**src/include/flag_bank_defines.vh**
```
`ifndef FLAG_BANK_DEFINES_VH
`define FLAG_BANK_DEFINES_VH

// Register indices on the control port
`define EVENT_FLAGS_SECOND_ADDR 8'h0d
`define STATUS_FLAGS_THIRD_ADDR 8'h0e
`define REG_ADDR_W 8
`define REG_DATA_W 16

// Reset values (data bit n holds register bit n+8)
`define EVENT_FLAGS_SECOND_RST 16'h0000
`define STATUS_FLAGS_THIRD_RST 16'h0000
`define READ_DATA_RST 16'h0000

// event_flags_second field positions (data bit index)
`define F2_WAKE_ONE_EDGE 0
`define F2_WAKE_TWO_EDGE 1
`define F2_STANDBY_TIMER 10
`define F2_BOOST_OV 11
`define F2_BOOST_UV 12
`define F2_BOOST_SRC_UV 13
`define F2_THERMAL_SELFTEST 14
`define F2_DIE_CENTRE 15

// status_flags_third field positions (data bit index)
`define F3_INVALID_ACCESS 0
`define F3_CRC_ERROR 1
`define F3_WAKE_ONE_LEVEL 2
`define F3_WAKE_TWO_LEVEL 3
`define F3_CLOCK_IN_RANGE 6
`define F3_REG_STATE_LSB 7
`define F3_W1C_MASK 16'h0003
`define REG_STATE_W 9

`endif

```
**src/rtl/w1c_flag_bank.v**
```verilog
`timescale 1ns/10ps
`default_nettype none

// Latched flags: set by event, cleared by a write of one
module w1c_flag_bank #(
  parameter WIDTH = 16
) (
  input wire clk_in,
  input wire rst_in,
  input wire [WIDTH-1:0] set_in,
  input wire [WIDTH-1:0] clr_in,
  output wire [WIDTH-1:0] flags_out
);

  reg [WIDTH-1:0] flag_r;

  genvar i;
  generate
    for (i = 0; i < WIDTH; i = i + 1) begin : g_flag
      always @(posedge clk_in) begin
        if (rst_in) begin
          flag_r[i] <= 1'b0;
        end else if (set_in[i]) begin
          // Set wins over a clear in the same cycle so no event is lost
          flag_r[i] <= 1'b1; // see [RULE11]
        end else if (clr_in[i]) begin
          flag_r[i] <= 1'b0; // see [RULE1]
        end
      end
    end
  endgenerate

  assign flags_out = flag_r;

endmodule // w1c_flag_bank

`default_nettype wire

```
**src/rtl/main_status_flag_bank.v**
```verilog
//
// Contract
// [RULE1] Event flags latch, clear on reset or write-one
// [RULE2] Host clears all flags after start-up
// [RULE3] Die centre thermal event sets own flag
// [RULE4] Invalid access sets flag at bit eight
// [RULE5] CRC failure sets flag beside invalid-access
// [RULE6] Live level of first wake input
// [RULE7] Live level of second wake input
// [RULE8] Clock watchdog in-range bit, reset only; the code shows the live synchronised level instead
// [RULE9] Nine bits show live regulator on state
// [RULE10] Zero writes and read-only writes change nothing
// [RULE11] Flag holds until cleared, resets if present
`timescale 1ns/10ps
`default_nettype none
`include "flag_bank_defines.vh"

module main_status_flag_bank (
  // Clock and reset
  input wire MCLK_IN,
  input wire RST_IN,
  // Register access from the control port front end
  input wire [`REG_ADDR_W-1:0] REG_ADDR_IN,
  input wire REG_WR_IN,
  input wire REG_RD_IN,
  input wire [`REG_DATA_W-1:0] REG_WDATA_IN,
  output reg [`REG_DATA_W-1:0] REG_RDATA_OUT,
  // Link error pulses from the front end, same clock
  input wire INVALID_ACCESS_IN,
  input wire CRC_ERROR_IN,
  // Asynchronous monitor and pin inputs
  input wire WAKE_INPUT_ONE_IN,
  input wire WAKE_INPUT_TWO_IN,
  input wire INPUT_CLOCK_IN_RANGE_IN,
  input wire STANDBY_TIMER_EVENT_IN,
  input wire BOOST_OVERVOLTAGE_EVENT_IN,
  input wire BOOST_UNDERVOLTAGE_EVENT_IN,
  input wire BOOST_SOURCE_UNDERVOLTAGE_EVENT_IN,
  input wire THERMAL_SELFTEST_FAIL_IN,
  input wire DIE_CENTRE_THERMAL_EVENT_IN,
  input wire [7:0] OTHER_SUPPLY_EVENTS_IN,
  // Order: pre, hv linear, step-up, down 1..3, linear 1..3 (msb first)
  input wire [`REG_STATE_W-1:0] REGULATOR_ON_IN
);

  // Nine regulator states, clock watchdog, six events, eight other events, two wake pins
  localparam ASYNC_W = 26;

  // Async inputs gathered so one two-stage synchroniser covers all
  wire [ASYNC_W-1:0] async_in;
  reg [ASYNC_W-1:0] meta_r;
  reg [ASYNC_W-1:0] sync_r;
  reg wake_one_prev_r;
  reg wake_two_prev_r;

  assign async_in = {REGULATOR_ON_IN, INPUT_CLOCK_IN_RANGE_IN, DIE_CENTRE_THERMAL_EVENT_IN,
                     THERMAL_SELFTEST_FAIL_IN, BOOST_SOURCE_UNDERVOLTAGE_EVENT_IN,
                     BOOST_UNDERVOLTAGE_EVENT_IN, BOOST_OVERVOLTAGE_EVENT_IN,
                     STANDBY_TIMER_EVENT_IN, OTHER_SUPPLY_EVENTS_IN,
                     WAKE_INPUT_TWO_IN, WAKE_INPUT_ONE_IN};

  always @(posedge MCLK_IN) begin
    if (RST_IN) begin
      meta_r <= {ASYNC_W{1'b0}};
      sync_r <= {ASYNC_W{1'b0}};
      wake_one_prev_r <= 1'b0;
      wake_two_prev_r <= 1'b0;
    end else begin
      meta_r <= async_in;
      sync_r <= meta_r;
      wake_one_prev_r <= sync_r[0];
      wake_two_prev_r <= sync_r[1];
    end
  end

  wire wake_one_level = sync_r[0];
  wire wake_two_level = sync_r[1];
  wire [7:0] other_supply = sync_r[9:2];
  wire [5:0] main_events = sync_r[15:10];
  wire clock_in_range = sync_r[16];
  wire [`REG_STATE_W-1:0] reg_state = sync_r[25:17];

  // Write-one clears, gated by address; zero bits leave flags alone
  wire wr_second = REG_WR_IN && (REG_ADDR_IN == `EVENT_FLAGS_SECOND_ADDR);
  wire wr_third = REG_WR_IN && (REG_ADDR_IN == `STATUS_FLAGS_THIRD_ADDR);
  wire [`REG_DATA_W-1:0] clr_second = wr_second ? REG_WDATA_IN : `READ_DATA_RST; // see [RULE10]
  wire [1:0] clr_third = wr_third ? REG_WDATA_IN[1:0] : 2'h0; // see [RULE10]

  // Levels keep setting while present, so a clear under a live event re-sets
  wire [`REG_DATA_W-1:0] set_second;
  assign set_second[`F2_WAKE_ONE_EDGE] = wake_one_level & ~wake_one_prev_r;
  assign set_second[`F2_WAKE_TWO_EDGE] = wake_two_level & ~wake_two_prev_r;
  assign set_second[9:2] = other_supply;
  assign set_second[`F2_STANDBY_TIMER] = main_events[0]; // see [RULE1]
  assign set_second[`F2_BOOST_OV] = main_events[1]; // see [RULE1]
  assign set_second[`F2_BOOST_UV] = main_events[2]; // see [RULE1]
  assign set_second[`F2_BOOST_SRC_UV] = main_events[3]; // see [RULE1]
  assign set_second[`F2_THERMAL_SELFTEST] = main_events[4]; // see [RULE1]
  assign set_second[`F2_DIE_CENTRE] = main_events[5]; // see [RULE3]

  wire [1:0] set_third = {CRC_ERROR_IN, INVALID_ACCESS_IN}; // see [RULE4] see [RULE5]

  wire [`REG_DATA_W+1:0] flags;

  w1c_flag_bank #(
    .WIDTH(`REG_DATA_W + 2)
  ) u_flags (
    .clk_in(MCLK_IN),
    .rst_in(RST_IN),
    .set_in({set_third, set_second}),
    .clr_in({clr_third, clr_second}),
    .flags_out(flags)
  );

  wire [`REG_DATA_W-1:0] second_view = flags[`REG_DATA_W-1:0];
  wire [`REG_DATA_W-1:0] third_view;
  assign third_view[`F3_INVALID_ACCESS] = flags[`REG_DATA_W]; // see [RULE4]
  assign third_view[`F3_CRC_ERROR] = flags[`REG_DATA_W+1]; // see [RULE5]
  assign third_view[`F3_WAKE_ONE_LEVEL] = wake_one_level; // see [RULE6]
  assign third_view[`F3_WAKE_TWO_LEVEL] = wake_two_level; // see [RULE7]
  assign third_view[5:4] = 2'h0;
  assign third_view[`F3_CLOCK_IN_RANGE] = clock_in_range; // see [RULE8]
  assign third_view[15:7] = reg_state; // see [RULE9]

  // Read data registered; unmapped indices read zero
  reg [`REG_DATA_W-1:0] rdata_nxt;

  always @* begin
    rdata_nxt = REG_RDATA_OUT;
    if (REG_RD_IN) begin
      case (REG_ADDR_IN)
        `EVENT_FLAGS_SECOND_ADDR: rdata_nxt = second_view;
        `STATUS_FLAGS_THIRD_ADDR: rdata_nxt = third_view;
        default: rdata_nxt = `READ_DATA_RST;
      endcase
    end
  end

  always @(posedge MCLK_IN) begin
    if (RST_IN) begin
      REG_RDATA_OUT <= `READ_DATA_RST;
    end else begin
      REG_RDATA_OUT <= rdata_nxt;
    end
  end

endmodule // main_status_flag_bank

`default_nettype wire

```
**config.mk**
```make
export PLATFORM = sky130hd
export DESIGN_NAME = main_status_flag_bank
export DESIGN_NICKNAME = d
export VERILOG_FILES = /design/src/rtl/w1c_flag_bank.v /design/src/rtl/main_status_flag_bank.v
export VERILOG_INCLUDE_DIRS = /design/src /design/src/include
export SDC_FILE = /design/constraint.sdc
export NUM_CORES = 1
export LEC_CHECK = 0
export BUFFER_PORTS_ARGS = -buffer_cell sky130_fd_sc_hd__buf_2
export CAP_MARGIN = 20
export CORE_AREA = 2 2 78 80
export CTS_BUF_LIST = sky130_fd_sc_hd__clkbuf_16
export DETAILED_ROUTE_END_ITERATION = 7
export DIE_AREA = 0 0 80 82
export GPL_TIMING_DRIVEN = 0
export PLACE_DENSITY_LB_ADDON = 0.25
export SKIP_CTS_REPAIR_TIMING = 1
export SKIP_LAST_GASP = 1
export SYNTH_ARGS = -nofsm -noshare
export SYNTH_HDL_FRONTEND = slang
export SYNTH_SLANG_ARGS = --single-unit
```
**constraint.sdc**
```tcl
create_clock -name MCLK_IN -period 1.9 [get_ports MCLK_IN]
set_clock_uncertainty 0.05 [all_clocks]
set_input_delay 0.095 -clock MCLK_IN [delete_from_list [all_inputs] [get_ports MCLK_IN]]
set_output_delay 0.095 -clock MCLK_IN [all_outputs]
set_load 0.005 [all_outputs]
```
Yosys cells after proc, flatten, opt, wreduce, memory -nomap -nowiden. Cells that the tools add are included.

Flip-flop bits (word level): 88. Input port bits: 56. Output and inout port bits: 16. Word-level logic and storage cells: 88.

Equal/unequal tests: 2. Mux-type cells: 39. Bitwise gates (word level): 4. Reductions and logical operators: 20.

Operator list (count): $mux W1 (36); $reduce_bool A2 Y1 (18); $pmux W16 S2 (1); $eq A8 B4 Y1 const B (2); $mux W16 (1); $and A1 B1 Y1 (2); $logic_and A1 B1 Y1 (2); $mux W2 (1); $not A1 Y1 (2).

Longest topological paths before layout. Gate-level depths: netlist (run 1).

Word-level depth: 5. Depth in mapped cells: 5. Depth with buffers taken out: 3.

Cells and area by module. A second synthesis (run 1) with hierarchy kept.

Cell total of the unflattened synthesis: 291. Area, all modules: 3019.1 sq um.

Modules (own cells, without submodules): main_status_flag_bank (instances 1, cells each 217, area an instance 2319.7 sq um, seq. area each 1401.3 sq um); w1c_flag_bank (instances 1, cells each 74, area an instance 699.4 sq um, seq. area each 360.3 sq um).

Least setup slack after synthesis (run 1). OpenSTA, ideal clock, no wires.

Path type: input to register. Start: input REG_ADDR_IN[5]. End: register REG_RDATA_OUT[3]. Library setup time: 92 ps. Arrival time: 1471 ps. Data required time: 1758 ps. Slack: 287 ps. Stages: 5. Path buffers: 2. Path through: or4_4 -> or4b_1 -> buf_2 -> buf_6 -> o32ai_1.

Longest elaborated chain between the ends: 2. Elaborated cells between the ends (all ways): 3. Classes of those cells: eq/ne: 2; mux: 1.

Ends and longest elaborated chain: start, declared (line main_status_flag_bank.v:23) `` input wire [`REG_ADDR_W-1:0] REG_ADDR_IN, ``; $eq A8 B4 Y1 (line main_status_flag_bank.v:131) `case (REG_ADDR_IN)`; $pmux W16 S2 (*) (line main_status_flag_bank.v:131); end signal, assigned (line main_status_flag_bank.v:141) `` REG_RDATA_OUT <= `READ_DATA_RST; ``; end signal, assigned (line main_status_flag_bank.v:143) `REG_RDATA_OUT <= rdata_nxt;`; end, declared (line main_status_flag_bank.v:27) `` output reg [`REG_DATA_W-1:0] REG_RDATA_OUT, ``.

Every way passes the cells marked *; elsewhere a longest branch is shown, timed or not. A chain may end at the register's enable or synchronous reset.

Final worst setup path (run 1).
Start: input REG_ADDR_IN[5]. End: register u_flags.flag_r[2], in the netlist u_flags.flags_out[2].

Longest elaborated chain between the ends: 4.

Ends and longest elaborated chain: $eq A8 B4 Y1; $logic_and A1 B1 Y1 (line main_status_flag_bank.v:84) `` wire wr_second = REG_WR_IN && (REG_ADDR_IN == `EVENT_FLAGS_SECOND_ADDR); ``; $mux W16 (no line); $reduce_bool A2 Y1 (no line); end signal, assigned by index (line w1c_flag_bank.v:22) `flag_r[i] <= 1'b0;`; end signal, assigned by index (line w1c_flag_bank.v:25) `flag_r[i] <= 1'b1;`; end signal, assigned by index (line w1c_flag_bank.v:27) `flag_r[i] <= 1'b0;`; end, declared (line w1c_flag_bank.v:15) `reg [WIDTH-1:0] flag_r;`.

No other way between the ends.

==> flow_summary.yaml, run 1 <==
placed_design:
  dp_hpwl_um: 4100
  post-place-ws_ps: -157
  dp.cells: 417
  dpl_cell_area_um2: 3360
  portBuffers: 70
  gp_congestion: 0.768
job:
  cap_violations: 0
run_status:
  status: "complete, no violations"
global_route:
  overflow: 0
  grt.total_usage_pct: 18.4
  grt_pass1_wl_um: 8890
  grt_pass1_vias: 1895
  grt_max_degree: 15
  antenna_found_initial: 0
route:
  viasPerCell: 4.76
  drt_iter0_markers: 170
  drtPass1Iterations: 4
  post-route-drc-count: 0
  wl_per_cell_um: 13.1
  finalWirelength_um: 6200
  drtAntennaViolNets: 0
  dr_total_vias: 2257
setup_path:
  crit_path_cell_trace: "buf_2 > or4_4 > nor3_1 > buf_2 > a311oi_1"
  cp_slowest_cell: "nor3_1"
  max_stage_delay_ps: 620
  r2r_end: "u_flags.flags_out[13]"
  r2r_start: "sync_r[13]"
  critPathMostFrequentCell: "buf_2"
  worstPathArrival_ps: 1860
  start_kind: "input port"
  cp_max_fo: 10
  rrSetupSlack_ps: 1040
  cp_num_buf_inv: 2
  cpLargestDelayFamily: "simple AND/OR/NAND/NOR gates"
  path_class: "input port to flop"
  cp.required_ps: 2040
  r2r_cells: 2
  cp-end-kind: "flop"
timing:
  tightestPinTransition_ps: 728
  setup_slack_ps: 185
  min_period_ps: 1710
  slew_violations: 0
  fmax_mhz: 583
  setup_viol: 0
  fin_setup_tns_ps: 0
  hold_viol: 0
  fin_crit_sh_pct: 90.3
  max-slew-margin-rel_pct: 51.1
  rsz0062_at_grt: "false"
yosys:
  ys_ff_latch: 88
  yosys_warnings: 0
  seq_area_frac_synth_pct: 60.4
  synth_cells: 272
  ys_types: 22
  synth.most_common_cell: "dfxtp_1"
  ys_top_cells_by_count: "88 x dfxtp_1, 54 x nor2b_1, 32 x inv_1, 20 x nor2_1, 16 x a311oi_1"
  async_flop_share_pct: 0
  synth-edff-count: 0
  synthFlopType: "dfxtp_1"
  synth_top_area_share_pct: 60.4
  synthTopCellsByArea: "dfxtp_1 60%, nor2b_1 12%, a311oi_1 4.8%"
  yosysTopAreaCell: "dfxtp_1"
  synth_area_per_cell_um2: 10.7
  synth.cell_area_um2: 2920
  syn_nets: 328
finish:
  fill_cells: 439
  layoutNonFillerInstCount: 474
  layout-drive-gt1-share_pct: 23.8
  n_antenna_cell: 0
  final_nets: 450
  design_area_um2: 4110
  area_delta_synth_final_pct: 40.9
power:
  power_density_nw_per_um2: 1020
  leakage_nw: 1.70
  ir_drop_mv: 0.740
cts:
  clockBufferDepth: 2
  clock_latency_ps: 330
  clock_sinks: 88
  cts_buffers: 9
  clock-root-buffer: "clkbuf_16"
  cts_tree: "built"
  clk_pin_slew_ps: 60
  h-tree-depth: 3
floorplanning:
  rows: 28
  die-area_um2: 6560
  start_util_pct: 50.7
  die-height_um: 82
  die_x_um: 80
  core_um2: 5750
  ios: 72
min_path:
  hp-start: "CRC_ERROR_IN"
  hold_end: "u_flags.flags_out[17]"
  worstHoldPathCells: 3
  hp-class: "input port to flop"
## through the flow
stage | util [%] | power [mW] | hold WS, ps
2_1_floorplan | - | 2.10 | 158
3_3_place_gp | 58.5 | 2.19 | 244
3_5_place_dp | 58.5 | 2.20 | 253
4_1_cts | 64.3 | 4.14 | -101
5_1_grt | 71.5 | 4.32 | 15.6
6_report | 71.5 | 4.17 | 9.89
## registers in the layout, summed over array words and instances (netlist names)
name,cells
sync_r,26
u_flags.flags_out,18
wake_one_prev_r,1
wake_two_prev_r,1
meta_r,26
REG_RDATA_OUT,16
## cells in the final DEF, fill, tap and decap left out, types with 6 or more instances in the layout
| cell | netlist | layout |
|---|---|---|
| inv_1 | 32 | 33 |
| dlygate4sd3_1 | 0 | 41 |
| buf_2 | 2 | 72 |
| nor2b_1 | 54 | 54 |
| clkbuf_1 | 6 | 6 |
| a22oi_1 | 14 | 14 |
| a311oi_1 | 16 | 16 |
| o32ai_1 | 14 | 14 |
| dfxtp_1 | 88 | 88 |
| clkbuf_16 | 0 | 9 |
| nor2_1 | 20 | 20 |
## cell type report
type	count	area, um2	area share (%)
Inverter	32	120	2.93
Clock inverter	7	111	2.71
Buffer	17	136	3.32
Multi-Input combinational cell	135	897	21.8
Tap cell	75	93.8	2.29
Clock buffer	9	225	5.48
Sequential cell	88	1760	42.9
Timing Repair Buffer	111	761	18.5
## routing by layer
metal | track usage (%) | up-vias | wire, um
met5 | 0 | - | 0
met4 | 8.64 | 0 | 106
met3 | 5.05 | 10 | 287
met2 | 30.1 | 62 | 3080
met1 | 22.7 | 1019 | 2730
li1 | - | 1166 | -
## worst register-to-register path: cells and delay by family (launching register included)
kind / cells / cell delay [ps]
AND/OR/NAND/NOR: 1 / 60
AO/OA/AOI/OAI: 1 / 290
flip-flops: 1 / 360
## kinds of logic (layout without fill, tap and decap cells)
family	count (synthesis)	in the layout	synth area share, %
AOI/OAI and AO/OA	50	50	14.2
buffers and inverters	49	176	8.80
DFF	88	88	60.4
and+or+nand+nor	85	85	16.5
## where the power goes
| part | total (mW) | switching (mW) | internal, mW | leakage, nW |
|---|---|---|---|---|
| clock network | 1.94 | 0.666 | 1.27 | 0.167 |
| registers | 1.95 | 0.0286 | 1.92 | 0.723 |
| logic | 0.281 | 0.116 | 0.165 | 0.813 |
## worst max-delay path by stage
stage | from | to | slack, ps | cells past startpoint
after CTS | REG_ADDR_IN[5] | u_flags.flags_out[6] | 180 | 5
after global placement | REG_ADDR_IN[5] | u_flags.flags_out[3] | -150 | 5
after global routing | REG_ADDR_IN[5] | u_flags.flags_out[7] | 150 | 5
after detailed placement | REG_ADDR_IN[5] | u_flags.flags_out[6] | -160 | 5
after floorplan | REG_ADDR_IN[5] | REG_RDATA_OUT[3] | 290 | 5
final | REG_ADDR_IN[5] | u_flags.flags_out[2] | 190 | 5
No activity file was read; power rests on OpenSTA's default activity.
==> run 2: changes to the inputs <==
ABC_AREA = 1   (was not set)
CORE_AREA = 2 2 81 83   (was 2 2 78 80)
DIE_AREA = 0 0 83 85   (was 0 0 80 82)
==> run 2 against run 1 <==
  * Wire length increased by 6.6%
  * Register-to-register slack improved by 70 ps
  * Combinational power increased by 14%
  * Die area increased by 7.5%
  * Global-route usage increased by 0.49 points
  * Power decreased by 3.8%
  * Synthesized cell count increased by 52%
  * Sequential share of layout area decreased by 0.95 points
  * Design area increased by 2.3%
  * Worst setup slack improved by 760 ps
  * Critical endpoint is now REG_RDATA_OUT[14]
  * Largest cell class unchanged
  * Largest power group unchanged
==> flow_summary.yaml, run 2 <==
yosys:
  yosysTopAreaCell: "dfxtp_1"
  synth_fa_ha_area_share_pct: 0
  synth-edff-count: 0
  yosys_warnings: 0
  ys_top_cells_by_count: "93 x inv_1, 88 x dfxtp_1, 83 x nor2_1, 43 x nand3_1, 42 x nand2_1"
  synth_top_area_share_pct: 55.3
  synth_top_family_by_area: "simple AND/OR/NAND/NOR gates"
  seq_area_frac_synth_pct: 55.3
  synth_cells: 414
  syn_nets: 470
  ys_types: 16
  synthFlopType: "dfxtp_1"
  synth_compound_area_share_pct: 3.14
  synthSimpleGateAreaFrac_pct: 26.6
  synth_area_per_cell_um2: 7.69
  async_flop_share_pct: 0
  synth.most_common_cell: "inv_1"
  ys_ff_latch: 88
  synth-xor-area-share_pct: 0
  synth.cell_area_um2: 3180
  yosys-mux-area-fraction_pct: 0
  synthTopCellsByArea: "dfxtp_1 55%, inv_1 11%, nor2_1 9.8%"
cts:
  cts_buffers: 9
  clock_sinks: 88
  clock_latency_ps: 330
  h-tree-depth: 3
  clock-root-buffer: "clkbuf_16"
  clockBufferDepth: 2
  clk_pin_slew_ps: 60
  cts_tree: "built"
power:
  power_density_nw_per_um2: 956
  leakage_nw: 2.12
  ir_drop_mv: 0.542
  power_mw: 4.01
placed_design:
  gp_congestion: 0.841
  dpl_cell_area_um2: 3620
  portBuffers: 69
  post-place-ws_ps: 702
  dp_hpwl_um: 4540
floorplanning:
  start_util_pct: 51.3
  ios: 72
  core_um2: 6200
  rows: 29
  die-area_um2: 7060
  die-height_um: 85
  die_x_um: 83
setup_path:
  cp-end-kind: "primary output"
  path_class: "flop to primary output"
  cp_slowest_cell: "dfxtp_1"
  cp_num_buf_inv: 1
  start_kind: "flop"
  cp_max_fo: 2
  critPathLaunch: "REG_RDATA_OUT[14]"
  crit_path_cell_trace: "buf_2"
  cp.required_ps: 1750
  r2r_start: "sync_r[0]"
  max_stage_delay_ps: 350
  cpLargestDelayFamily: "flip-flops"
  worstPathArrival_ps: 810
finish:
  fin_util_pct: 67.7
  n_antenna_cell: 0
  design_area_um2: 4200
  area_delta_synth_final_pct: 31.9
  layout-drive-gt1-share_pct: 20.3
  final_cell_mix: "93 x inv_1, 88 x dfxtp_1, 83 x nor2_1, 80 x buf_2, 43 x nand3_1"
  final_nets: 578
  fill_cells: 538
  layout_commonest_cell: "inv_1"
route:
  drt_iter0_markers: 215
  finalWirelength_um: 6610
  dr_total_vias: 2721
  viasPerCell: 4.50
  drtPass1Iterations: 4
  drtAntennaViolNets: 0
  wl_per_cell_um: 10.9
  post-route-drc-count: 0
timing:
  rsz0062_at_grt: "false"
  setup_viol: 0
  slew_violations: 0
  max-slew-margin-rel_pct: 65.2
  tightestPinTransition_ps: 521
  setup_slack_ps: 948
  hold_viol: 0
  min_period_ps: 952
  fmax_mhz: 1050
  fin_crit_sh_pct: 50.1
  fin_setup_tns_ps: 0
global_route:
  grt.total_usage_pct: 18.9
  grt_pass1_vias: 2285
  grt_max_degree: 16
  overflow: 0
  antenna_found_initial: 0
  grt_pass1_wl_um: 10500
job:
  cap_violations: 0
min_path:
  hp-start: "REG_WDATA_IN[1]"
  hp-class: "input port to flop"
run_status:
  status: "complete, no violations"
## run 2: cell count changes in the layout (fill, tap and decap cells not counted), moves of 8 or more
cell	before	now
nor2_1	20	83
inv_1	33	93
nor2b_1	54	0
nand3_1	0	43
nand2_1	5	42
a21oi_1	0	18
a311oi_1	16	0
nand4_1	0	16
a22oi_1	14	0
o32ai_1	14	0
dlygate4sd3_1	41	28
buf_2	72	80
## run 2: area by class of cell
type                            count  area [um2]  share of cell area [%]
Multi-Input combinational cell    210         946                    22.5
Clock buffer                        9         225                    5.36
Inverter                           95         357                    8.49
Clock inverter                      7        68.8                    1.64
Tap cell                           77        96.3                    2.29
Buffer                             21         119                    2.83
Sequential cell                    88        1760                    42.0
Timing Repair Buffer               97         626                    14.9
## run 2: tightest hold or removal path, stage by stage
cell and delay, ps:
buf_2 90, nand2_1 50, nand3_1 70, nand2_1 50
## run 2: cell families (layout without fill, tap and decap cells)
logic type	count (synthesis)	after routing
simple gates	190	190
buf+inv	116	229
flops	88	88
compound gates	20	20
## run 2: path summary, 6_finish.rpt
kind / endpoint / slack (ps) / cells after the start
hold reg to reg: sync_r[23] / 350 / 2
setup reg to reg: REG_RDATA_OUT[2] / 1110 / 4
hold / removal: u_flags.flags_out[1] / 10 / 4
setup / recovery: REG_RDATA_OUT[14] / 950 / 1
## run 2: power breakdown
part	internal (mW)	switching, mW
Combinational	0.156	0.164
Clock	1.02	0.704
Sequential	1.94	0.0357
## run 2: metrics by stage
step           hold slack, ps  cells
2_1_floorplan             152    414
3_3_place_gp              247    560
3_5_place_dp              250    560
4_1_cts                 -94.4    576
5_1_grt                  29.2    604
6_report                 10.3    604
## run 2: layer usage
layer	global-route usage, %	vias to the layer above	part of all wire (%)
met3	3.99	16	5.4
met5	0	-	0
li1	-	1454	-
met4	11.3	0	2.9
met1	24.1	1170	44
met2	29.8	81	47
